`src/rtl/sic_pkg.sv`:
```
`default_nettype none
package sic_pkg;
  // ==========================================
  // register addresses
  localparam logic [7:0] SIC_ADDR_SERIAL_CFG = 8'hCB;
  localparam logic [7:0] SIC_ADDR_IRQ_CFG = 8'hCC;
  localparam logic [7:0] SIC_ADDR_TIMING = 8'hFD;
  // ==========================================
  // reset values
  localparam logic [7:0] SIC_RST_SERIAL_CFG = 8'h03;
  localparam logic [7:0] SIC_RST_IRQ_CFG = 8'h50;
  localparam logic [7:0] SIC_RST_TIMING = 8'h80;
  // ==========================================
  // field positions
  localparam int SIC_SWING_LSB = 0;
  localparam int SIC_SWING_W = 4;
  localparam int SIC_LOOP_CLK_INV = 4;
  localparam int SIC_LOOP_DAT_INV = 5;
  localparam int SIC_OUT_COUPLING = 6;
  localparam int SIC_LOOP_SWAP = 7;
  localparam int SIC_LOCK_EN = 0;
  localparam int SIC_HEAT_EN = 4;
  localparam int SIC_FIFO_EN = 5;
  localparam int SIC_IRQ_POL = 6;
  localparam int SIC_IRQ_DRIVE = 7;
  localparam logic [7:0] SIC_IRQ_RSVD_MASK = 8'h0E;
  localparam logic [7:0] SIC_RANGE_3G2 = 8'h04;
  localparam logic [7:0] SIC_RANGE_2G7 = 8'h08;
  // ==========================================
  // host APB register map (byte addresses)
  localparam logic [7:0] SIC_APB_CTRL = 8'h00;
  localparam logic [7:0] SIC_APB_STRAP = 8'h04;
  localparam logic [7:0] SIC_APB_STATUS = 8'h08;
  localparam logic [7:0] SIC_APB_RDATA = 8'h0C;
  localparam logic [7:0] SIC_APB_GO = 8'h10;
  // ==========================================
  // strap word layout: rate[2:0] ratio[4:3] dir[5] lin_n[6] lout_n[7] par[8]
  localparam int SIC_STRAP_W = 9;
  // ==========================================
  // ctrl word layout: addr[7:0] wdata[15:8] write[16] host mode[17] fifo clear[18]
  localparam logic [31:0] SIC_CTRL_RST = 32'h0002_0000;
  localparam int SIC_CTRL_WR = 16;
  localparam int SIC_CTRL_HOST = 17;
  localparam int SIC_CTRL_FCLR = 18;
endpackage : sic_pkg
`default_nettype wire

```
`src/rtl/sic_if.sv`:
```
`timescale 1ns/1ns
`default_nettype none
interface sic_if;
  logic host_mode_select;
  logic [2:0] rate_select;
  logic [1:0] ratio_select;
  logic clocking_direction_select;
  logic loop_input_enable_n;
  logic loop_output_enable_n;
  logic parity_sense_select;
  logic fifo_clear;
  logic reg_wr;
  logic reg_rd;
  logic [7:0] reg_addr;
  logic [7:0] reg_wdata;
  logic [7:0] reg_rdata;
  logic reg_err;
  logic lock_lost;
  logic fifo_overrun;
  logic irq_pin_out;
  logic irq_pin_oe;
  logic irq_pin;
  // open-drain resolves with pull-up when not driven
  assign irq_pin = irq_pin_oe ? irq_pin_out : 1'b1;
  modport device (
    input host_mode_select, rate_select, ratio_select, clocking_direction_select,
    input loop_input_enable_n, loop_output_enable_n, parity_sense_select, fifo_clear,
    input reg_wr, reg_rd, reg_addr, reg_wdata,
    output reg_rdata, reg_err, lock_lost, fifo_overrun, irq_pin_out, irq_pin_oe
  );
  modport host (
    output host_mode_select, rate_select, ratio_select, clocking_direction_select,
    output loop_input_enable_n, loop_output_enable_n, parity_sense_select, fifo_clear,
    output reg_wr, reg_rd, reg_addr, reg_wdata,
    input reg_rdata, reg_err, lock_lost, fifo_overrun, irq_pin
  );
endinterface : sic_if
`default_nettype wire

```
`src/rtl/sic_device.sv`:
```
// Overview of operation
// - bits 3:0 set serial output swing
// - bit 4 inverts loop clock output
// - bit 5 inverts loop data output
// - bit 6 picks AC or DC coupling
// - bit 7 swaps loop clock/data pairs
// - serial config at CBH, resets 03H
// - mask bit 0 gates lock loss event
// - mask bit 4 gates overheat event
// - mask bit 5 gates fifo overrun event
// - bit 6 pin polarity, bit 7 drive
// - mask at CCH, reset 50H, reserved zero
// - timing register FDH selects 10:1 range
// - mode pin picks registers or straps
// - three pins pick eight bit rates
// - two pins pick multiplex ratio
// - one pin picks clocking direction
// - two pins configure loop in/out
// - one pin picks parity sense
// - strap mode keeps indications, overheat open-drain
//
// Decided for this implementation: the APB slave port.
`timescale 1ns/1ns
`default_nettype none
module sic_device (
  input wire logic clk,
  input wire logic reset,
  sic_if.device link,
  input wire logic lock_loss_event,
  input wire logic overheat_event,
  input wire logic fifo_overrun_event,
  output logic [3:0] serial_swing_code,
  output logic loop_clock_out_invert,
  output logic loop_data_out_invert,
  output logic serial_out_coupling,
  output logic loop_pair_exchange,
  output logic [7:0] ten_to_one_rate_range,
  output logic [2:0] rate_sel_out,
  output logic [1:0] ratio_sel_out,
  output logic clk_dir_out,
  output logic loop_in_en_out,
  output logic loop_out_en_out,
  output logic parity_odd_out,
  output logic fifo_clear_out,
  output logic host_controlled
);
  import sic_pkg::*;

  logic [7:0] serial_cfg_q;
  logic [7:0] irq_cfg_q;
  logic [7:0] timing_q;
  logic [7:0] rdata_q;
  logic err_q;
  logic irq_active;
  logic irq_level;
  logic push_pull;
  logic active_low;

  // ==========================================
  // register writes
  always_ff @(posedge clk or posedge reset) begin
    if (reset) begin
      serial_cfg_q <= SIC_RST_SERIAL_CFG;
    end else if (link.reg_wr && link.reg_addr == SIC_ADDR_SERIAL_CFG) begin
      serial_cfg_q <= link.reg_wdata;
    end
  end

  always_ff @(posedge clk or posedge reset) begin
    if (reset) begin
      irq_cfg_q <= SIC_RST_IRQ_CFG;
    end else if (link.reg_wr && link.reg_addr == SIC_ADDR_IRQ_CFG) begin
      irq_cfg_q <= link.reg_wdata & ~SIC_IRQ_RSVD_MASK;
    end
  end

  always_ff @(posedge clk or posedge reset) begin
    if (reset) begin
      timing_q <= SIC_RST_TIMING;
    end else if (link.reg_wr && link.reg_addr == SIC_ADDR_TIMING) begin
      timing_q <= link.reg_wdata;
    end
  end

  // ==========================================
  // reads: one cycle latency, unmapped flags error
  always_ff @(posedge clk or posedge reset) begin
    if (reset) begin
      rdata_q <= 8'h00;
      err_q <= 1'b0;
    end else begin
      err_q <= 1'b0;
      if (link.reg_rd || link.reg_wr) begin
        case (link.reg_addr)
          SIC_ADDR_SERIAL_CFG: rdata_q <= serial_cfg_q;
          SIC_ADDR_IRQ_CFG: rdata_q <= irq_cfg_q;
          SIC_ADDR_TIMING: rdata_q <= timing_q;
          default: begin
            rdata_q <= 8'h00;
            err_q <= 1'b1;
          end
        endcase
      end
    end
  end
  assign link.reg_rdata = rdata_q;
  assign link.reg_err = err_q;

  // ==========================================
  // control source selection
  assign host_controlled = link.host_mode_select;
  assign serial_swing_code = host_controlled ?
      serial_cfg_q[SIC_SWING_LSB +: SIC_SWING_W] : SIC_RST_SERIAL_CFG[SIC_SWING_LSB +: SIC_SWING_W];
  assign loop_clock_out_invert = host_controlled & serial_cfg_q[SIC_LOOP_CLK_INV];
  assign loop_data_out_invert = host_controlled & serial_cfg_q[SIC_LOOP_DAT_INV];
  // strap mode runs the serial output dc-coupled
  assign serial_out_coupling = host_controlled & serial_cfg_q[SIC_OUT_COUPLING];
  assign loop_pair_exchange = host_controlled & serial_cfg_q[SIC_LOOP_SWAP];
  assign ten_to_one_rate_range = host_controlled ? timing_q : SIC_RST_TIMING;
  // rate and ratio regs live outside this block; straps pass only in pin mode
  assign rate_sel_out = host_controlled ? 3'h0 : link.rate_select;
  assign ratio_sel_out = host_controlled ? 2'h0 : link.ratio_select;
  assign clk_dir_out = host_controlled ? 1'b0 : link.clocking_direction_select;
  assign loop_in_en_out = !host_controlled && !link.loop_input_enable_n;
  assign loop_out_en_out = !host_controlled && !link.loop_output_enable_n;
  assign parity_odd_out = !host_controlled && !link.parity_sense_select;
  assign fifo_clear_out = link.fifo_clear;

  // ==========================================
  // indications and interrupt pin
  assign link.lock_lost = lock_loss_event;
  assign link.fifo_overrun = fifo_overrun_event;
  always_comb begin
    if (host_controlled) begin
      irq_active = (lock_loss_event & irq_cfg_q[SIC_LOCK_EN])
          | (overheat_event & irq_cfg_q[SIC_HEAT_EN])
          | (fifo_overrun_event & irq_cfg_q[SIC_FIFO_EN]);
      active_low = irq_cfg_q[SIC_IRQ_POL];
      push_pull = irq_cfg_q[SIC_IRQ_DRIVE];
    end else begin
      // pin mode: overheat only, open-drain, active low
      irq_active = overheat_event;
      active_low = 1'b1;
      push_pull = 1'b0;
    end
  end
  assign irq_level = irq_active ^ active_low;
  // open-drain only pulls low; high level left to the pull-up
  assign link.irq_pin_out = irq_level;
  assign link.irq_pin_oe = push_pull | ~irq_level;
endmodule : sic_device
`default_nettype wire

```
`src/flat_wrapper.sv`:
```
// flat-port wrapper written by rule: the top's interface ports become plain ports
module sic_device_flat import sic_pkg::*;
  (clk, reset, lock_loss_event, overheat_event, fifo_overrun_event, serial_swing_code, loop_clock_out_invert, loop_data_out_invert, serial_out_coupling, loop_pair_exchange, ten_to_one_rate_range, rate_sel_out, ratio_sel_out, clk_dir_out, loop_in_en_out, loop_out_en_out, parity_odd_out, fifo_clear_out, host_controlled, link_host_mode_select, link_rate_select, link_ratio_select, link_clocking_direction_select, link_loop_input_enable_n, link_loop_output_enable_n, link_parity_sense_select, link_fifo_clear, link_reg_wr, link_reg_rd, link_reg_addr, link_reg_wdata, link_reg_rdata, link_reg_err, link_lock_lost, link_fifo_overrun, link_irq_pin_out, link_irq_pin_oe);
  sic_if link_i ();
  input wire logic clk;
  input wire logic reset;
  input wire logic lock_loss_event;
  input wire logic overheat_event;
  input wire logic fifo_overrun_event;
  output logic [3:0] serial_swing_code;
  output logic loop_clock_out_invert;
  output logic loop_data_out_invert;
  output logic serial_out_coupling;
  output logic loop_pair_exchange;
  output logic [7:0] ten_to_one_rate_range;
  output logic [2:0] rate_sel_out;
  output logic [1:0] ratio_sel_out;
  output logic clk_dir_out;
  output logic loop_in_en_out;
  output logic loop_out_en_out;
  output logic parity_odd_out;
  output logic fifo_clear_out;
  output logic host_controlled;
  input wire logic [$bits(link_i.host_mode_select)-1:0] link_host_mode_select;
  input wire logic [$bits(link_i.rate_select)-1:0] link_rate_select;
  input wire logic [$bits(link_i.ratio_select)-1:0] link_ratio_select;
  input wire logic [$bits(link_i.clocking_direction_select)-1:0] link_clocking_direction_select;
  input wire logic [$bits(link_i.loop_input_enable_n)-1:0] link_loop_input_enable_n;
  input wire logic [$bits(link_i.loop_output_enable_n)-1:0] link_loop_output_enable_n;
  input wire logic [$bits(link_i.parity_sense_select)-1:0] link_parity_sense_select;
  input wire logic [$bits(link_i.fifo_clear)-1:0] link_fifo_clear;
  input wire logic [$bits(link_i.reg_wr)-1:0] link_reg_wr;
  input wire logic [$bits(link_i.reg_rd)-1:0] link_reg_rd;
  input wire logic [$bits(link_i.reg_addr)-1:0] link_reg_addr;
  input wire logic [$bits(link_i.reg_wdata)-1:0] link_reg_wdata;
  output wire logic [$bits(link_i.reg_rdata)-1:0] link_reg_rdata;
  output wire logic [$bits(link_i.reg_err)-1:0] link_reg_err;
  output wire logic [$bits(link_i.lock_lost)-1:0] link_lock_lost;
  output wire logic [$bits(link_i.fifo_overrun)-1:0] link_fifo_overrun;
  output wire logic [$bits(link_i.irq_pin_out)-1:0] link_irq_pin_out;
  output wire logic [$bits(link_i.irq_pin_oe)-1:0] link_irq_pin_oe;
  assign link_i.host_mode_select = link_host_mode_select;
  assign link_i.rate_select = link_rate_select;
  assign link_i.ratio_select = link_ratio_select;
  assign link_i.clocking_direction_select = link_clocking_direction_select;
  assign link_i.loop_input_enable_n = link_loop_input_enable_n;
  assign link_i.loop_output_enable_n = link_loop_output_enable_n;
  assign link_i.parity_sense_select = link_parity_sense_select;
  assign link_i.fifo_clear = link_fifo_clear;
  assign link_i.reg_wr = link_reg_wr;
  assign link_i.reg_rd = link_reg_rd;
  assign link_i.reg_addr = link_reg_addr;
  assign link_i.reg_wdata = link_reg_wdata;
  assign link_reg_rdata = link_i.reg_rdata;
  assign link_reg_err = link_i.reg_err;
  assign link_lock_lost = link_i.lock_lost;
  assign link_fifo_overrun = link_i.fifo_overrun;
  assign link_irq_pin_out = link_i.irq_pin_out;
  assign link_irq_pin_oe = link_i.irq_pin_oe;
  sic_device u_core (.clk(clk), .reset(reset), .link(link_i), .lock_loss_event(lock_loss_event), .overheat_event(overheat_event), .fifo_overrun_event(fifo_overrun_event), .serial_swing_code(serial_swing_code), .loop_clock_out_invert(loop_clock_out_invert), .loop_data_out_invert(loop_data_out_invert), .serial_out_coupling(serial_out_coupling), .loop_pair_exchange(loop_pair_exchange), .ten_to_one_rate_range(ten_to_one_rate_range), .rate_sel_out(rate_sel_out), .ratio_sel_out(ratio_sel_out), .clk_dir_out(clk_dir_out), .loop_in_en_out(loop_in_en_out), .loop_out_en_out(loop_out_en_out), .parity_odd_out(parity_odd_out), .fifo_clear_out(fifo_clear_out), .host_controlled(host_controlled));
endmodule
```
`config.mk`:
```
export PLATFORM = sky130hd
export DESIGN_NAME = sic_device_flat
export DESIGN_NICKNAME = d
export VERILOG_FILES = /design/src/rtl/sic_pkg.sv /design/src/rtl/sic_if.sv /design/src/rtl/sic_device.sv /design/src/flat_wrapper.sv
export SDC_FILE = /design/constraint.sdc
export NUM_CORES = 1
export LEC_CHECK = 0
export BUFFER_PORTS_ARGS = -buffer_cell sky130_fd_sc_hd__clkbuf_2
export CAP_MARGIN = 10
export CORE_MARGIN = 4
export CORE_UTILIZATION = 50
export CTS_CLUSTER_DIAMETER = 60
export DETAILED_ROUTE_END_ITERATION = 7
export PLACE_DENSITY = 0.85
export SLEW_MARGIN = 20
export SYNTH_ARGS = -nofsm -noshare
export SYNTH_HDL_FRONTEND = slang
export SYNTH_SLANG_ARGS = --single-unit
```
`constraint.sdc`:
```
create_clock -name clk -period 2.3 [get_ports clk]
set_input_delay 0.345 -clock clk [delete_from_list [all_inputs] [get_ports clk]]
set_output_delay 0.345 -clock clk [all_outputs]
set_load 0.05 [all_outputs]
```
# Word-level counts from Yosys, hierarchy flattened
# Index checks and enable logic that the tools add are counted.
# op_classes
n_reduce_logical	12
muxes	11
bitwise	12
n_eq_ne	3
# op_table
op	count
8-bit equality test (second input constant)	3
8-bit one-hot mux with 3 select lines	1
8-bit two-way mux	1
1-bit AND	7
1-bit logical AND	6
1-bit two-way mux	6
1-bit logical NOT	4
4-bit two-way mux	1
3-bit two-way mux	1
1-bit OR	3
3-bit OR reduction	1
2-bit two-way mux	1
1-bit logical OR	1
1-bit NOT	1
1-bit bitwise XOR	1
# word_totals
elab_cells	43
regBits	30
output_inout_bits	40

# Logic depth before layout (Yosys ltp)
# logic_depth
word_depth	7
depth_mapped	5
depth_no_buf	4

# Worst setup path after synthesis
# No wires, ideal clock.
# synth_path
kind	input to output
from	input port link_host_mode_select
to	output port link_irq_pin_oe
stages	5
t_arrival_ns	2.732
n_path_buf	1
required_time_ns	1.955
setup_slack_ns	-0.777
cell_sequence	clkbuf_1 inv_1 a32oi_1 a21boi_0 nand2_1
# synth_via
elab_chain_len	4
# synth_rtl
item	line	source
start, declared	flat_wrapper.sv:24	input wire logic [$bits(link_i.host_mode_select)-1:0] link_host_mode_select;
1-bit two-way mux	sic_device.sv:134	if (host_controlled) begin
1-bit bitwise XOR *	sic_device.sv:147	assign irq_level = irq_active ^ active_low;
via link_irq_pin_out	flat_wrapper.sv:40	output wire logic [$bits(link_i.irq_pin_out)-1:0] link_irq_pin_out;
1-bit NOT *	sic_device.sv:150	assign link.irq_pin_oe = push_pull | ~irq_level;
1-bit OR *	sic_device.sv:150	
end, declared	flat_wrapper.sv:41	output wire logic [$bits(link_i.irq_pin_oe)-1:0] link_irq_pin_oe;
# Mark *: on every way through the listed nets, which the timed path passes. The rest lies on a longest branch.

# Final worst setup path
# layout_path
from	register u_core.irq_cfg_q[6]
to	output port link_irq_pin_out
# layout_via
elab_chain_len	2
# layout_rtl
item	line	source
start, declared	sic_device.sv:50	logic [7:0] irq_cfg_q;
start signal, assigned	sic_device.sv:73	irq_cfg_q <= link.reg_wdata & ~SIC_IRQ_RSVD_MASK;
1-bit two-way mux	sic_device.sv:134	
1-bit bitwise XOR	sic_device.sv:147	
end, declared	flat_wrapper.sv:40	
# No other way between the ends.

==> impl_metrics.toml <==
[drt]
avgRoutedWirePerCell_um = 13.5
routed_wl_um = 3480
ant_nets = 0
drtIter0Drc = 21
first_pass_iters = 5
via_per_inst = 5.13
vias = 1319
drc = 0

[logic_synthesis]
yosysTopAreaCell = "dfrtp_1"
yosys_warnings = 0
syn_area_per_cell_um2 = 11.4
synth_cell_types = 32
syn-cell-area_um2 = 1600
synthTopCellsByArea = "dfrtp_1 39%, mux2_1 15%, dfstp_2 8.2%, and2_1 5.1%, a22oi_1 2.8%"
synth-seq-cells = 30
synth_seq_area_share = 0.473
syn-instance-count = 141
synth_top_area_frac = 0.391
syn_nets = 175

[sta]
skew_ps = 8.20
maxSlewViolCount = 0
finalSetupTns_ps = 0
setup_violations = 0
hold_viol_final = 0
relSlewSlack = 0.651
period_share = 0.851
clock.fmax_mhz = 511
tightest_slew_ps = 522
holdWs_ps = 40.2
layout_min_cycle_time_ps = 1960
rsz0062_at_grt = "no"
finalWorstSetupSlack_ps = 343

[finish]
seqCellArea_um2 = 757
nFillCells = 254
instances_no_fill = 257
drive_gt1_frac = 0.455
design_area_um2 = 2060
area_growth_syn_to_layout_pct = 28.5
layout_commonest_cell = "clkbuf_2"
final_nets = 246
layout_common_cells = "71 x clkbuf_2, 25 x dfrtp_1, 21 x mux2_1"
antenna_cells = 0
multi_input_area_um2 = 782

[place]
port-buffer-count = 71
preCtsSetupSlack_ps = 690
dp.cells = 249
place_area_um2 = 1980
dp_hpwl_um = 2760
place.gp.congestion = 0.774

[min_path]
min_path_type = "input pin to async pin"

[cts]
clock_sinks = 30
insertion_delay_ps = 330
cts.hold.buffers_added = 0
htreeDepth = 2
cts_setup_buffers = 0
clkTransAtPathRegs_ps = 90
cts_buffers = 5
tritoncts = "built"
cts-root-buf = "clkbuf_4"
cts_buffer_depth = 2
cts_resized = 0

[grt]
grt_usage = 0.183
antenna_found_initial = 0
grt_pass1_vias = 1217
overflow = 0
grt_start_max_net_pins = 31
grt_pass1_wl_um = 5800

[setup_path]
crit_path_start = "u_core.irq_cfg_q[6]$_DFFE_PP1P_"
path_cells = "nor2b_1 -> a32oi_1 -> a21boi_2 -> clkbuf_2"
crit_type = "flip-flop to output pin"
crit_family = "flip-flops"
r2r-start = "u_core.irq_cfg_q[7]$_DFFE_PP0P_"
crit_required_ps = 1960
cp_slowest_stage_delay_ps = 580
cpMaxStageDelayCell = "dfstp_2"
endpoint_kind = "output pin"
startpoint_type = "flip-flop"
crit_buf_inv = 1
r2r_slack_ps = 1270
crit_arrival_ps = 1610
crit_fanout = 4

[power_and_ir_drop]
powerDensity_nw_per_um2 = 564
ir_drop_uv = 260
leakagePower_nw = 1.07

[die]
die_w_um = 64.6
core_area_um2 = 3050
die_h_um = 64.6
die_area_um2 = 4170
rows = 20
initial_utilization = 0.525
io-pin-count = 74

[job]
maxCapViolations = 0

[outcome]
status = "finished clean"
where the power goes:
part / switching [W] / internal [W] / total, W
logic: 0.000149 / 0.0000628 / 0.000212
clock network: 0.000176 / 0.000209 / 0.000385
registers: 0.0000142 / 0.000549 / 0.000563
tightest hold or removal path, stage by stage:
cell	delay, ps
clkbuf_2	80
inv_1	40
buf_4	330
final timing paths:
path                                                   endpoint  depth (start not counted)
hold / removal             u_core.link.reg_rdata[4]$_DFFE_PP0P_                          3
hold reg to reg            u_core.link.reg_rdata[7]$_DFFE_PP0P_                          2
min in group clk                 u_core.timing_q[1]$_DFFE_PP0P_                          2
setup reg to reg           u_core.link.reg_rdata[7]$_DFFE_PP0P_                          3
max in group asynchronous       u_core.irq_cfg_q[4]$_DFFE_PP1P_                          3
setup / recovery                               link_irq_pin_out                          4
layout make-up:
class,instances,area share
Clock buffer,8,0.0383
Inverter,2,0.00365
Multi-Input combinational cell,99,0.380
Timing Repair Buffer,74,0.184
Tap cell,44,0.0267
Sequential cell,30,0.368
registers in the layout, summed over array words and instances (netlist names):
signal and flops:
u_core.link.reg_rdata 8, u_core.link.reg_err 1, u_core.timing_q 8, u_core.serial_cfg_q 8, u_core.irq_cfg_q 5
Yosys cell counts:
| cell type | n |
|---|---|
| a211oi_2 | 1 |
| a21boi_0 | 1 |
| a22o_1 | 5 |
| a22oi_1 | 6 |
| a32oi_1 | 4 |
| and2_1 | 13 |
| and3_1 | 1 |
| buf_2 | 2 |
| buf_4 | 5 |
| clkbuf_1 | 3 |
| dfrtp_1 | 25 |
| dfstp_2 | 5 |
| inv_1 | 2 |
| mux2_1 | 21 |
| nand2_1 | 11 |
| nand2_2 | 1 |
| nand2b_1 | 3 |
| nand3_1 | 1 |
| nand3_2 | 1 |
| nand3_4 | 2 |
| nand3b_1 | 1 |
| nor2_1 | 4 |
| nor2_8 | 1 |
| nor2b_1 | 7 |
| nor3_1 | 1 |
| nor3_2 | 1 |
| nor4_4 | 1 |
| o21ai_0 | 1 |
| o21ai_1 | 8 |
| o22ai_2 | 1 |
| or2b_1 | 1 |
| or3_1 | 1 |
metal layers:
| metal | routed length, um | global-route usage |
|---|---|---|
| met1 | 1570 | 0.237 |
| met2 | 1590 | 0.277 |
| met5 | 0 | 0 |
| met3 | 232 | 0.0520 |
| met4 | 80 | 0.0950 |
stage by stage:
| stage | utilization | total power (W) |
|---|---|---|
| after floorplan | - | 0.000728 |
| after global placement | 0.648 | 0.000784 |
| after detailed placement | 0.648 | 0.000787 |
| after CTS | 0.674 | 0.00117 |
| after global routing | 0.674 | 0.00122 |
| final | 0.674 | 0.00116 |
cell families (layout without fill, tap and decap cells):
group / count (synthesis) / after routing / synth area share
mux: 21 / 21 / 0.148
compound gates: 27 / 27 / 0.126
flops: 30 / 30 / 0.473
simple gates: 51 / 51 / 0.213
buf+inv: 12 / 84 / 0.0414
(Power assumes the default switching activity.)
